==> src/hw/ltmc_pkg.sv <==
// Shared constants and types of the transceiver mode control block
package ltmc_pkg;
  localparam int CHANNELS = 2;
  // Transceiver mode encodings
  typedef enum logic [1:0] {
    LTMC_MODE_OFF    = 2'h0,
    LTMC_MODE_WAKE   = 2'h1,
    LTMC_MODE_RXONLY = 2'h2,
    LTMC_MODE_NORMAL = 2'h3
  } ltmc_mode_e;
  // Host chip operating modes
  typedef enum logic [2:0] {
    LTMC_CHIP_NORMAL   = 3'h0,
    LTMC_CHIP_STOP     = 3'h1,
    LTMC_CHIP_SLEEP    = 3'h2,
    LTMC_CHIP_RESTART  = 3'h3,
    LTMC_CHIP_FAILSAFE = 3'h4
  } ltmc_chip_e;
  localparam int  CLK_MHZ         = 125;
  localparam int  EN_TIME_US      = 10;
  localparam int  WAKE_FILT_US    = 30;
  localparam int  TX_TO_US        = 12000;
  localparam int  BUS_TO_US       = 12000;
  localparam int  EN_CYC          = EN_TIME_US * CLK_MHZ;
  localparam int  WAKE_CYC        = WAKE_FILT_US * CLK_MHZ;
  localparam int  TX_TO_CYC       = TX_TO_US * CLK_MHZ;
  localparam int  BUS_TO_CYC      = BUS_TO_US * CLK_MHZ;
  localparam int  CNT_W           = 24;
  localparam int  FIFO_W          = 2;
  localparam int  FIFO_D          = 16;
endpackage

==> src/hw/ltmc_fifo_if.sv <==
// Carrier between the receive sampler and its FIFO
`timescale 1ns/1ps
`default_nettype none
interface ltmc_fifo_if #(parameter int W = 2);
  logic         valid;
  logic         ready;
  logic [W-1:0] data;
  modport src (output valid, output data, input ready);
  modport snk (input valid, input data, output ready);
endinterface
`default_nettype wire

==> src/hw/ltmc_fifo.sv <==
// Small FIFO with valid and ready on both sides, registered read data
`timescale 1ns/1ps
`default_nettype none
module ltmc_fifo #(
  parameter int W = 2,
  parameter int D = 16
) (
  // Clock and reset
  input  wire logic   clock_in,
  input  wire logic   sys_rst_in,
  // Fill side
  ltmc_fifo_if.snk    wr,
  // Drain side
  output logic         rd_valid_out,
  output logic [W-1:0] rd_data_out,
  input  wire logic    rd_ready_in
);
  localparam int AW = $clog2(D);
  logic [W-1:0]  mem [D];
  logic [AW:0]   wp;
  logic [AW:0]   rp;
  logic          full;
  logic          empty;
  logic          pop;
  assign full  = (wp[AW] != rp[AW]) && (wp[AW-1:0] == rp[AW-1:0]);
  assign empty = (wp == rp);
  assign wr.ready = !full;
  // Output register loads whenever the store holds data and the register is empty or being taken
  assign pop = !empty && (!rd_valid_out || rd_ready_in);
  // Write side
  always_ff @(posedge clock_in or posedge sys_rst_in) begin
    if (sys_rst_in) begin
      wp <= '0;
    end else if (wr.valid && !full) begin
      wp <= wp + 1'b1;
    end
  end
  always_ff @(posedge clock_in) begin
    if (wr.valid && !full) begin
      mem[wp[AW-1:0]] <= wr.data;
    end
  end
  // Read side
  always_ff @(posedge clock_in or posedge sys_rst_in) begin
    if (sys_rst_in) begin
      rp           <= '0;
      rd_valid_out <= 1'b0;
      rd_data_out  <= '0;
    end else begin
      if (pop) begin
        rp           <= rp + 1'b1;
        rd_data_out  <= mem[rp[AW-1:0]];
        rd_valid_out <= 1'b1;
      end else if (rd_ready_in) begin
        rd_valid_out <= 1'b0;
      end
    end
  end
endmodule
`default_nettype wire

==> src/hw/ltmc_top.sv <==
// Two-channel single-wire bus transceiver mode control logic
`timescale 1ns/1ps
`default_nettype none
module ltmc_top
  import ltmc_pkg::*;
#(
  parameter int TX_TO_CYCLES  = TX_TO_CYC,
  parameter int BUS_TO_CYCLES = BUS_TO_CYC
) (
  // Clock and reset
  input  wire logic                clock_in,
  input  wire logic                sys_rst_in,
  // Configuration written by the serial port
  input  wire logic [1:0]          channel1_mode_bits_in,
  input  wire logic [1:0]          channel2_mode_bits_in,
  input  wire logic                mode_write_in,
  input  wire logic                low_slope_select_in,
  input  wire logic                flash_select_in,
  input  wire logic                spi_select_n_in,
  input  wire logic                watchdog_on_bus_wake_enable_in,
  input  wire logic                watchdog_disabled_in,
  input  wire logic [2:0]          chip_mode_in,
  input  wire logic                transceiver_supply_uv_in,
  // Controller and bus pins
  input  wire logic [CHANNELS-1:0] bus_tx_input_in,
  input  wire logic [CHANNELS-1:0] bus_level_in,
  output logic [CHANNELS-1:0]      bus_rx_output_out,
  output logic [CHANNELS-1:0]      bus_drive_low_out,
  output logic [CHANNELS-1:0]      receiver_on_out,
  // Status and events
  output logic [1:0]               channel1_mode_bits_out,
  output logic [1:0]               channel2_mode_bits_out,
  output logic                     channel1_failure_flag_out,
  output logic                     channel2_failure_flag_out,
  input  wire logic                fail_clear_in,
  output logic [CHANNELS-1:0]      wake_status_reg_out,
  input  wire logic                wake_clear_in,
  output logic                     int_n_out,
  input  wire logic                int_ack_in,
  output logic                     watchdog_enable_out,
  output logic                     restart_request_out,
  output logic                     low_slope_out,
  output logic                     flash_out,
  // Receive sample stream
  output logic                     rx_sample_valid_out,
  output logic [FIFO_W-1:0]        rx_sample_out,
  input  wire logic                rx_sample_ready_in
);
  // Pin synchronisers
  logic [CHANNELS-1:0] tx_s1, tx_s2, bus_s1, bus_s2;
  logic                cs_s1, cs_s2, cs_d, uv_s1, uv_s2;
  always_ff @(posedge clock_in or posedge sys_rst_in) begin
    if (sys_rst_in) begin
      tx_s1  <= '1;
      tx_s2  <= '1;
      bus_s1 <= '1;
      bus_s2 <= '1;
      cs_s1  <= 1'b1;
      cs_s2  <= 1'b1;
      cs_d   <= 1'b1;
      uv_s1  <= 1'b0;
      uv_s2  <= 1'b0;
    end else begin
      tx_s1  <= bus_tx_input_in;
      tx_s2  <= tx_s1;
      bus_s1 <= bus_level_in;
      bus_s2 <= bus_s1;
      cs_s1  <= spi_select_n_in;
      cs_s2  <= cs_s1;
      cs_d   <= cs_s2;
      uv_s1  <= transceiver_supply_uv_in;
      uv_s2  <= uv_s1;
    end
  end
  logic cs_rise;
  assign cs_rise = cs_s2 && !cs_d;
  // Chip mode tracking for automatic rearm on entry
  ltmc_chip_e chip, chip_d;
  logic       chip_rearm;
  assign chip = ltmc_chip_e'(chip_mode_in);
  always_ff @(posedge clock_in or posedge sys_rst_in) begin
    if (sys_rst_in) begin
      chip_d <= LTMC_CHIP_NORMAL;
    end else begin
      chip_d <= chip;
    end
  end
  assign chip_rearm = (chip != chip_d) && (chip == LTMC_CHIP_STOP ||
                      chip == LTMC_CHIP_SLEEP || chip == LTMC_CHIP_FAILSAFE);
  // Slope and flash, latched on select release in chip normal mode
  always_ff @(posedge clock_in or posedge sys_rst_in) begin
    if (sys_rst_in) begin
      low_slope_out <= 1'b0;
      flash_out     <= 1'b0;
    end else if (cs_rise && chip == LTMC_CHIP_NORMAL) begin
      low_slope_out <= low_slope_select_in;
      flash_out     <= flash_select_in;
    end
  end
  logic [1:0]          wr_mode [CHANNELS];
  logic [CHANNELS-1:0] wake_ev;
  logic [CHANNELS-1:0] fail_set;
  ltmc_mode_e          mode [CHANNELS];
  assign wr_mode[0] = channel1_mode_bits_in;
  assign wr_mode[1] = channel2_mode_bits_in;
  genvar g;
  generate
    for (g = 0; g < CHANNELS; g++) begin : g_ch
      ltmc_mode_e        req;
      logic              allowed, armed, woken, en_done, tx_armed, tx_to;
      logic [CNT_W-1:0]  en_cnt, tx_cnt, bus_cnt, wk_cnt;
      assign req = ltmc_mode_e'(wr_mode[g]);
      // Which requests the chip mode admits
      always_comb begin
        unique case (req)
          LTMC_MODE_NORMAL, LTMC_MODE_RXONLY: allowed = (chip == LTMC_CHIP_NORMAL ||
                                                 chip == LTMC_CHIP_STOP);
          LTMC_MODE_WAKE: allowed = (chip != LTMC_CHIP_FAILSAFE);
          LTMC_MODE_OFF: allowed = 1'b1;
        endcase
      end
      // Mode register; fail-safe forces wake capable
      always_ff @(posedge clock_in or posedge sys_rst_in) begin
        if (sys_rst_in) begin
          mode[g] <= LTMC_MODE_OFF;
        end else if (chip == LTMC_CHIP_FAILSAFE) begin
          mode[g] <= LTMC_MODE_WAKE;
        end else if (mode_write_in && allowed) begin
          mode[g] <= req;
        end
      end
      // Wake arming: leaving wake mode or chip entry rearms
      always_ff @(posedge clock_in or posedge sys_rst_in) begin
        if (sys_rst_in) begin
          armed <= 1'b1;
          woken <= 1'b0;
        end else if (mode[g] != LTMC_MODE_WAKE || chip_rearm) begin
          armed <= 1'b1;
          woken <= (mode[g] == LTMC_MODE_WAKE) ? woken : 1'b0;
          if (chip_rearm) woken <= woken;
        end else if (wake_ev[g]) begin
          armed <= 1'b0;
          woken <= 1'b1;
        end
      end
      // Wake filter: dominant longer than the filter time
      always_ff @(posedge clock_in or posedge sys_rst_in) begin
        if (sys_rst_in) begin
          wk_cnt <= '0;
        end else if (bus_s2[g] || mode[g] != LTMC_MODE_WAKE) begin
          wk_cnt <= '0;
        end else if (wk_cnt != CNT_W'(WAKE_CYC)) begin
          wk_cnt <= wk_cnt + 1'b1;
        end
      end
      assign wake_ev[g] = armed && mode[g] == LTMC_MODE_WAKE && !uv_s2 &&
                          wk_cnt == CNT_W'(WAKE_CYC - 1);
      // Enabling time after entering normal mode
      always_ff @(posedge clock_in or posedge sys_rst_in) begin
        if (sys_rst_in) begin
          en_cnt  <= '0;
          en_done <= 1'b0;
        end else if (mode[g] != LTMC_MODE_NORMAL) begin
          en_cnt  <= '0;
          en_done <= 1'b0;
        end else if (en_cnt != CNT_W'(EN_CYC)) begin
          en_cnt <= en_cnt + 1'b1;
        end else begin
          en_done <= 1'b1;
        end
      end
      // Only a dominant that starts after enabling is sent
      always_ff @(posedge clock_in or posedge sys_rst_in) begin
        if (sys_rst_in) begin
          tx_armed <= 1'b0;
        end else if (!en_done) begin
          tx_armed <= 1'b0;
        end else if (tx_s2[g]) begin
          tx_armed <= 1'b1;
        end
      end
      // Transmit dominant time-out; released once recessive
      always_ff @(posedge clock_in or posedge sys_rst_in) begin
        if (sys_rst_in) begin
          tx_cnt <= '0;
          tx_to  <= 1'b0;
        end else if (tx_s2[g]) begin
          tx_cnt <= '0;
          tx_to  <= 1'b0;
        end else if (tx_cnt == CNT_W'(TX_TO_CYCLES)) begin
          tx_to <= 1'b1;
        end else begin
          tx_cnt <= tx_cnt + 1'b1;
        end
      end
      // Bus dominant clamp in any mode
      always_ff @(posedge clock_in or posedge sys_rst_in) begin
        if (sys_rst_in) begin
          bus_cnt <= '0;
        end else if (bus_s2[g]) begin
          bus_cnt <= '0;
        end else if (bus_cnt != CNT_W'(BUS_TO_CYCLES)) begin
          bus_cnt <= bus_cnt + 1'b1;
        end
      end
      assign fail_set[g] = (tx_cnt == CNT_W'(TX_TO_CYCLES) && !tx_to) ||
                           (bus_cnt == CNT_W'(BUS_TO_CYCLES - 1));
      // Pin outputs; undervoltage suspends both stages
      always_ff @(posedge clock_in or posedge sys_rst_in) begin
        if (sys_rst_in) begin
          bus_drive_low_out[g] <= 1'b0;
          bus_rx_output_out[g] <= 1'b1;
          receiver_on_out[g]   <= 1'b0;
        end else begin
          bus_drive_low_out[g] <= mode[g] == LTMC_MODE_NORMAL && !uv_s2 && tx_armed &&
                                  !tx_s2[g] && !tx_to;
          receiver_on_out[g]   <= !uv_s2 && (mode[g] == LTMC_MODE_NORMAL ||
                                  mode[g] == LTMC_MODE_RXONLY);
          if (mode[g] == LTMC_MODE_WAKE) begin
            bus_rx_output_out[g] <= !(woken || wake_ev[g]);
          end else if (receiver_on_out[g]) begin
            bus_rx_output_out[g] <= bus_s2[g];
          end else begin
            bus_rx_output_out[g] <= 1'b1;
          end
        end
      end
    end
  endgenerate
  assign channel1_mode_bits_out = mode[0];
  assign channel2_mode_bits_out = mode[1];
  // Failure flags and wake status: set wins over clear
  always_ff @(posedge clock_in or posedge sys_rst_in) begin
    if (sys_rst_in) begin
      channel1_failure_flag_out <= 1'b0;
      channel2_failure_flag_out <= 1'b0;
      wake_status_reg_out       <= '0;
    end else begin
      channel1_failure_flag_out <= fail_set[0] ||
                                   (channel1_failure_flag_out && !fail_clear_in);
      channel2_failure_flag_out <= fail_set[1] ||
                                   (channel2_failure_flag_out && !fail_clear_in);
      wake_status_reg_out <= wake_ev | (wake_status_reg_out &
                             {CHANNELS{!wake_clear_in}});
    end
  end
  // Chip-level reactions to a wake
  logic any_wake;
  assign any_wake = |wake_ev;
  always_ff @(posedge clock_in or posedge sys_rst_in) begin
    if (sys_rst_in) begin
      int_n_out           <= 1'b1;
      watchdog_enable_out <= 1'b0;
      restart_request_out <= 1'b0;
    end else begin
      if (any_wake && (chip == LTMC_CHIP_STOP || chip == LTMC_CHIP_NORMAL)) begin
        int_n_out <= 1'b0;
      end else if (int_ack_in) begin
        int_n_out <= 1'b1;
      end
      watchdog_enable_out <= any_wake && chip == LTMC_CHIP_STOP &&
                             watchdog_disabled_in && watchdog_on_bus_wake_enable_in;
      restart_request_out <= any_wake && (chip == LTMC_CHIP_SLEEP ||
                             chip == LTMC_CHIP_RESTART ||
                             chip == LTMC_CHIP_FAILSAFE);
    end
  end
  // Receive samples stream through the FIFO; full stalls sampling and keeps only the level present when space returns, if it differs from the last sample
  ltmc_fifo_if #(.W(FIFO_W)) smp ();
  logic [CHANNELS-1:0] rx_last;
  always_ff @(posedge clock_in or posedge sys_rst_in) begin
    if (sys_rst_in) begin
      rx_last <= '1;
    end else if (smp.ready) begin
      rx_last <= bus_rx_output_out;
    end
  end
  assign smp.valid = (bus_rx_output_out != rx_last);
  assign smp.data  = bus_rx_output_out;
  ltmc_fifo #(.W(FIFO_W), .D(FIFO_D)) u_fifo (
    .clock_in     (clock_in),
    .sys_rst_in   (sys_rst_in),
    .wr           (smp),
    .rd_valid_out (rx_sample_valid_out),
    .rd_data_out  (rx_sample_out),
    .rd_ready_in  (rx_sample_ready_in)
  );
  // Assertions
  wake_int_low_a: assert property (@(posedge clock_in) disable iff (sys_rst_in)
    any_wake && chip == LTMC_CHIP_STOP |=> !int_n_out)
    else $error("stop wake did not pull interrupt low");
  sleep_noint_a: assert property (@(posedge clock_in) disable iff (sys_rst_in)
    any_wake && chip == LTMC_CHIP_SLEEP && int_n_out |=> int_n_out && restart_request_out)
    else $error("sleep wake raised interrupt or no restart");
  wake_rx_low_a: assert property (@(posedge clock_in) disable iff (sys_rst_in)
    wake_ev[0] |=> !bus_rx_output_out[0] && mode[0] == LTMC_MODE_WAKE)
    else $error("wake did not drive receive low");
  uv_quiet_a: assert property (@(posedge clock_in) disable iff (sys_rst_in)
    uv_s2 |=> bus_drive_low_out == '0 && receiver_on_out == '0)
    else $error("stages active under undervoltage");
  failsafe_wake_a: assert property (@(posedge clock_in) disable iff (sys_rst_in)
    chip == LTMC_CHIP_FAILSAFE |=> mode[1] == LTMC_MODE_WAKE)
    else $error("fail-safe did not force wake mode");
  off_nodrive_a: assert property (@(posedge clock_in) disable iff (sys_rst_in)
    mode[0] != LTMC_MODE_NORMAL |=> !bus_drive_low_out[0])
    else $error("driver active outside normal mode");
  txto_release_a: assert property (@(posedge clock_in) disable iff (sys_rst_in)
    g_ch[0].tx_to |=> !bus_drive_low_out[0])
    else $error("driver active after transmit time-out");
  fail_sticky_a: assert property (@(posedge clock_in) disable iff (sys_rst_in)
    fail_set[0] |=> channel1_failure_flag_out)
    else $error("failure flag not set");
  slope_hold_a: assert property (@(posedge clock_in) disable iff (sys_rst_in)
    !cs_rise |=> $stable(low_slope_out) && $stable(flash_out))
    else $error("slope changed without select release");
endmodule
`default_nettype wire

==> config.mk <==
export PLATFORM = sky130hd
export DESIGN_NAME = ltmc_top
export DESIGN_NICKNAME = d
export VERILOG_FILES = /design/src/hw/ltmc_pkg.sv /design/src/hw/ltmc_fifo_if.sv /design/src/hw/ltmc_fifo.sv /design/src/hw/ltmc_top.sv
export SDC_FILE = /design/constraint.sdc
export NUM_CORES = 1
export LEC_CHECK = 0
export ABC_AREA = 1
export BUFFER_PORTS_ARGS = -buffer_cell sky130_fd_sc_hd__buf_2
export CORE_ASPECT_RATIO = 1.25
export CORE_MARGIN = 2
export CORE_UTILIZATION = 49
export DETAILED_ROUTE_END_ITERATION = 8
export PLACE_DENSITY = 0.64
export REMOVE_ABC_BUFFERS = 1
export SYNTH_ARGS = -nofsm -noshare
export SYNTH_HDL_FRONTEND = slang
export SYNTH_SLANG_ARGS = --single-unit
==> constraint.sdc <==
create_clock -name clock_in -period 7.9 [get_ports clock_in]
set_input_delay 1.185 -clock clock_in [delete_from_list [all_inputs] [get_ports clock_in]]
set_output_delay 1.185 -clock clock_in [all_outputs]
set_load 0.1 [all_outputs]
**Word level (Yosys, flattened, before mapping)**

Memories as Yosys holds them, arrays and structs flattened. A register that Yosys moved wholly into a read port is not among the register bits.
Index checks and enable logic that the tools add are counted.

- Memories: 1
- Latch bits: 0
- Bits in read-only memories: 0
- Output and inout bits: 22
- Flip-flop bits (word level): 250
- RAM bits: 32

Memory list:

| memory | words | width | rd ports | clocked after Yosys merged registers in | write ports | line | text |
|---|---|---|---|---|---|---|---|
| u_fifo.mem | 16 | 2 | 1 | 1 | 1 | ltmc_fifo.sv:19 | `logic [W-1:0] mem [D];` |

- $mul: 0
- Order comparisons: 0
- Reductions and logical operators: 86
- Add/subtract/negate cells: 10
- Equality and inequality tests: 48
- Div/mod/pow operators: 0
- Shifts and indexed selects: 0
- Multiplexer cells: 56
- Bitwise operators: 2

Operators by type and width:

| cell | count |
|---|---|
| 2-to-1 mux 24 bit | 16 |
| adder 24 x 1 -> 24 bit, second input constant | 8 |
| == test 24 x 21 -> 1 bit, second input constant | 4 |
| == test 24 x 12 -> 1 bit, second input constant | 2 |
| inequality test 24 x 11 -> 1 bit, second input constant | 2 |
| inequality test 24 x 12 -> 1 bit, second input constant | 2 |
| inequality test 24 x 21 -> 1 bit, second input constant | 2 |
| 2-to-1 mux 1 bit | 34 |
| logical AND 1 bit | 33 |
| nonzero test 2 bit | 14 |
| inequality test 2 bit, second input constant | 12 |
| logical OR 1 bit | 18 |
| == test 2 bit, second input constant | 8 |
| zero test 1 bit | 13 |
| adder 5 x 1 -> 5 bit, second input constant | 2 |
| == test 2 x 1 -> 1 bit, second input constant | 4 |
| 2-to-1 mux 2 bit | 4 |
| == test 3 x 2 -> 1 bit, second input constant | 2 |
| case mux 1 bit (3 select lines) | 2 |
| AND reduction 3 bit | 2 |
| OR reduction 2 bit | 3 |
| == test 5 bit | 1 |
| == test 4 bit | 1 |
| zero test 2 bit | 2 |
| other kinds (10) | 11 |

**Depth between registers and ports, before layout**

- Depth after elaboration: 8
- Gate-level depth with buffers: 11

**By module**

From an unflattened synthesis, not the netlist that was laid out.

- Cell total of the unflattened synthesis: 2127
- Area, all modules: 15733.8 µm²

Modules (own cells, without submodules):

| module | times used | cells an instance | seq. area each (µm²) | area an instance (µm²) |
|---|---|---|---|---|
| ltmc_top | 1 | 1873 | 6003.3 | 13414.1 |
| ltmc_fifo | 1 | 254 | 1286.2 | 2319.7 |

**Least setup slack after synthesis**

No wires, ideal clock.

- Path kind: register to output
- Start: register bus_rx_output_out[0]
- End: output bus_rx_output_out[0]
- Path slack: 5.768 ns
- Buffers on the path: 0
- Data arrival time: 0.947 ns
- Stages on the path, launching flop included: 1
- Path through: dfstp_2

RTL lines:

| item | line | text |
|---|---|---|
| start: declaration | ltmc_top.sv:27 | `output logic [CHANNELS-1:0] bus_rx_output_out,` |
| start signal: indexed assignment | ltmc_top.sv:220 | `bus_rx_output_out[g] <= !(woken \|\| wake_ev[g]);` |
| start signal: indexed assignment | ltmc_top.sv:222 | `bus_rx_output_out[g] <= bus_s2[g];` |

No word-level cell between the ends.

**Final worst setup path**

- Start: register bus_rx_output_out[1]
- End: output bus_rx_output_out[1]

No word-level cell between the ends.

==> impl_metrics.toml <==
[cts]
cts_sinks = 284
htreeDepth = 1
postCtsHoldBufs = 0
numCtsBuffers = 31
clk_latency_ns = 0.56
clock-root-buffer = "clkbuf_16"
tritoncts = "built"
cts.reportedPaths.clkPinSlew_ns = 0.06
cts_resized = 0
clockBufferDepth = 3
post_cts_buffers = 0

[setup_path]
critical_path_peak_fanout = 19
critPathRequiredTime_ns = 6.71
crit_path_end_kind = "output pin"
crit_buf_inv = 1
path_cells = "buf_2"
critical_path_class = "register to output pin"
slowest_stage = "dfstp_2"
crit_arrival_ns = 1.80
critPathTopFamily = "flip-flops"
setup.worst_path.start_class = "register"
cpPeakStageDelay_ns = 0.74

[sta]
fin_crit_sh_pct = 37.7
rsz0062_at_grt = "no"
worst_slew_pin_slew_ns = 0.966
clock.fmax_mhz = 335
hold_viol_final = 0
slew_viol_final = 0
slew_headroom_pct = 35.6
setup_viol = 0
period_needed_ns = 2.98
worst_clock_skew_ns = 0.0108

[grt]
grt_pass1_vias = 13000
overflow = 0
grt_pass1_wl_mm = 59.7
antenna_found_initial = 0
grt.total_usage_pct = 21.6
grt_max_degree = 157

[logic_synthesis]
yosys-top-cells-count = "nand2_1, nor2_1, inv_1"
synth_warnings = 0
synth_ff_type = "dfrtp_1"
ys_ff_latch = 284
ys_seq_area_share_pct = 47.2
yosysMostFrequentCell = "nand2_1"
netlist-cell-type-count = 40
netlist_top_cells_area = "dfrtp_1, nand2_1, nor2_1"
synth_edf_count = 32
synth_cells = 2085
async_flop_share_pct = 88.7
yosysTopAreaCellShare_pct = 37.9
syn_avg_cell_area_um2 = 7.40
netlist.top_cell.by_area = "dfrtp_1"
netlist_area_mm2 = 0.0154

[floorplanning]
die_x_um = 163
rows = 72
coreArea_mm2 = 0.0310
die_h_um = 202
die-area_mm2 = 0.0329
ios = 46
initial_core_util_pct = 49.8

[power]
power_w = 0.00379
ir_drop_uv = 272
p_per_area_mw_per_mm2 = 221
leakagePower_nw = 7.62

[placed_design]
hpwl_mm = 24.6
dpl_cell_area_mm2 = 0.0161
io_buffers = 45
place.gp.congestion = 0.904

[route]
vias_per_cell = 5.12
vias = 13200
postRouteAntennaNets = 0
drc = 0
dr.pass1.iters = 6
drt-wirelength-per-cell_um = 13.3
drtIter0Drc = 791
wl_mm = 34.3

[run_status]
status = "finished clean"

[layout]
drive_gt1_share_pct = 7.48
num_antenna_cells = 0
stdcell_area_mm2 = 0.0171
syn2layout_area_growth_pct = 11.0
final_nets = 2189

[run]
max_cap_viol_count = 0

[worst_hold_path]
hold_path_class = "register to register"
==> logic make-up after synthesis <==
group	Yosys count	share of synthesized area, %
simple gates	1235	33.8
fa+ha+maj	23	1.86
buf+inv	305	7.69
xor+xnor	59	3.35
mux	2	0.146
compound gates	177	5.89
flops	284	47.2
==> path summary, 6_finish.rpt <==
| kind | from | endpoint | slack (ns) | cells after the start |
|---|---|---|---|---|
| max in group asynchronous | sys_rst_in | g_ch[1].tx_cnt[11] | 5.87 | 3 |
| min in group asynchronous | sys_rst_in | g_ch[0].tx_cnt[20] | 0.72 | 2 |
| hold reg to reg | uv_s1 | uv_s2 | 0.35 | 0 |
| setup / recovery | bus_rx_output_out[1] | bus_rx_output_out[1] | 4.92 | 1 |
| setup reg to reg | channel1_mode_bits_out[1] | g_ch[0].wk_cnt[10] | 5.61 | 6 |
| hold / removal | uv_s1 | uv_s2 | 0.35 | 0 |
==> power breakdown <==
| group | internal, W | total [W] | switching [W] |
|---|---|---|---|
| Combinational | 0.000161 | 0.000611 | 0.000451 |
| Clock | 0.000919 | 0.00150 | 0.000585 |
| Sequential | 0.00157 | 0.00167 | 0.000101 |
==> flip-flops by register name, summed over array words and instances (netlist names), 3 cells and up <==
register,flops
chip_d,3
g_ch.tx_cnt,48
g_ch.wk_cnt,48
u_fifo.rp,5
g_ch.en_cnt,48
g_ch.bus_cnt,48
u_fifo.wp,5
u_fifo.mem,32
==> area by class of cell <==
cell class / count / area [um2]
Fill cell: 2990 / 13900
Sequential cell: 284 / 7290
Multi-Input combinational cell: 1496 / 6960
Inverter: 283 / 1070
Clock buffer: 49 / 955
Tap cell: 407 / 509
Timing Repair Buffer: 46 / 245
Clock inverter: 7 / 113
==> per-stage QoR <==
| step | setup TNS [ns] | instances | worst slack, ns | hold WS (ns) | util (%) |
|---|---|---|---|---|---|
| global placement | 0 | 2516 | 5.24 | 0.333 | 51.9 |
| floorplan | -42.95 | 2063 | -0.184 | 0.331 | - |
| global route | 0 | 2572 | 4.84 | 0.360 | 55.3 |
| CTS | 0 | 2572 | 4.87 | 0.354 | 55.3 |
| detailed placement | 0 | 2516 | 5.23 | 0.340 | 51.9 |
| finish | 0 | 2572 | 4.92 | 0.354 | 55.3 |
==> routing by layer <==
layer / up-vias / share of wire, % / track usage [%]
met4: 0 / 2.2 / 6.04
met3: 60 / 3.4 / 2.46
met2: 207 / 50 / 38.3
met5: - / 0 / 0
met1: 6212 / 45 / 27.7
li1: 6679 / - / -
==> placed cells by master, fill, tap and decap left out, drive strengths merged, types with 18 or more instances in the layout <==
master / synthesis / final
nor3: 52 / 52
dfstp: 18 / 18
nand4: 36 / 36
inv: 282 / 282
o21ai: 83 / 83
buf: 14 / 46
nand3: 153 / 153
edfxtp: 32 / 32
nand2: 557 / 557
ha: 23 / 23
clkbuf: 8 / 49
a21oi: 82 / 82
nor2: 417 / 417
xnor2: 19 / 19
xor2: 40 / 40
dfrtp: 234 / 234
No activity file was read; power rests on OpenSTA's default activity.
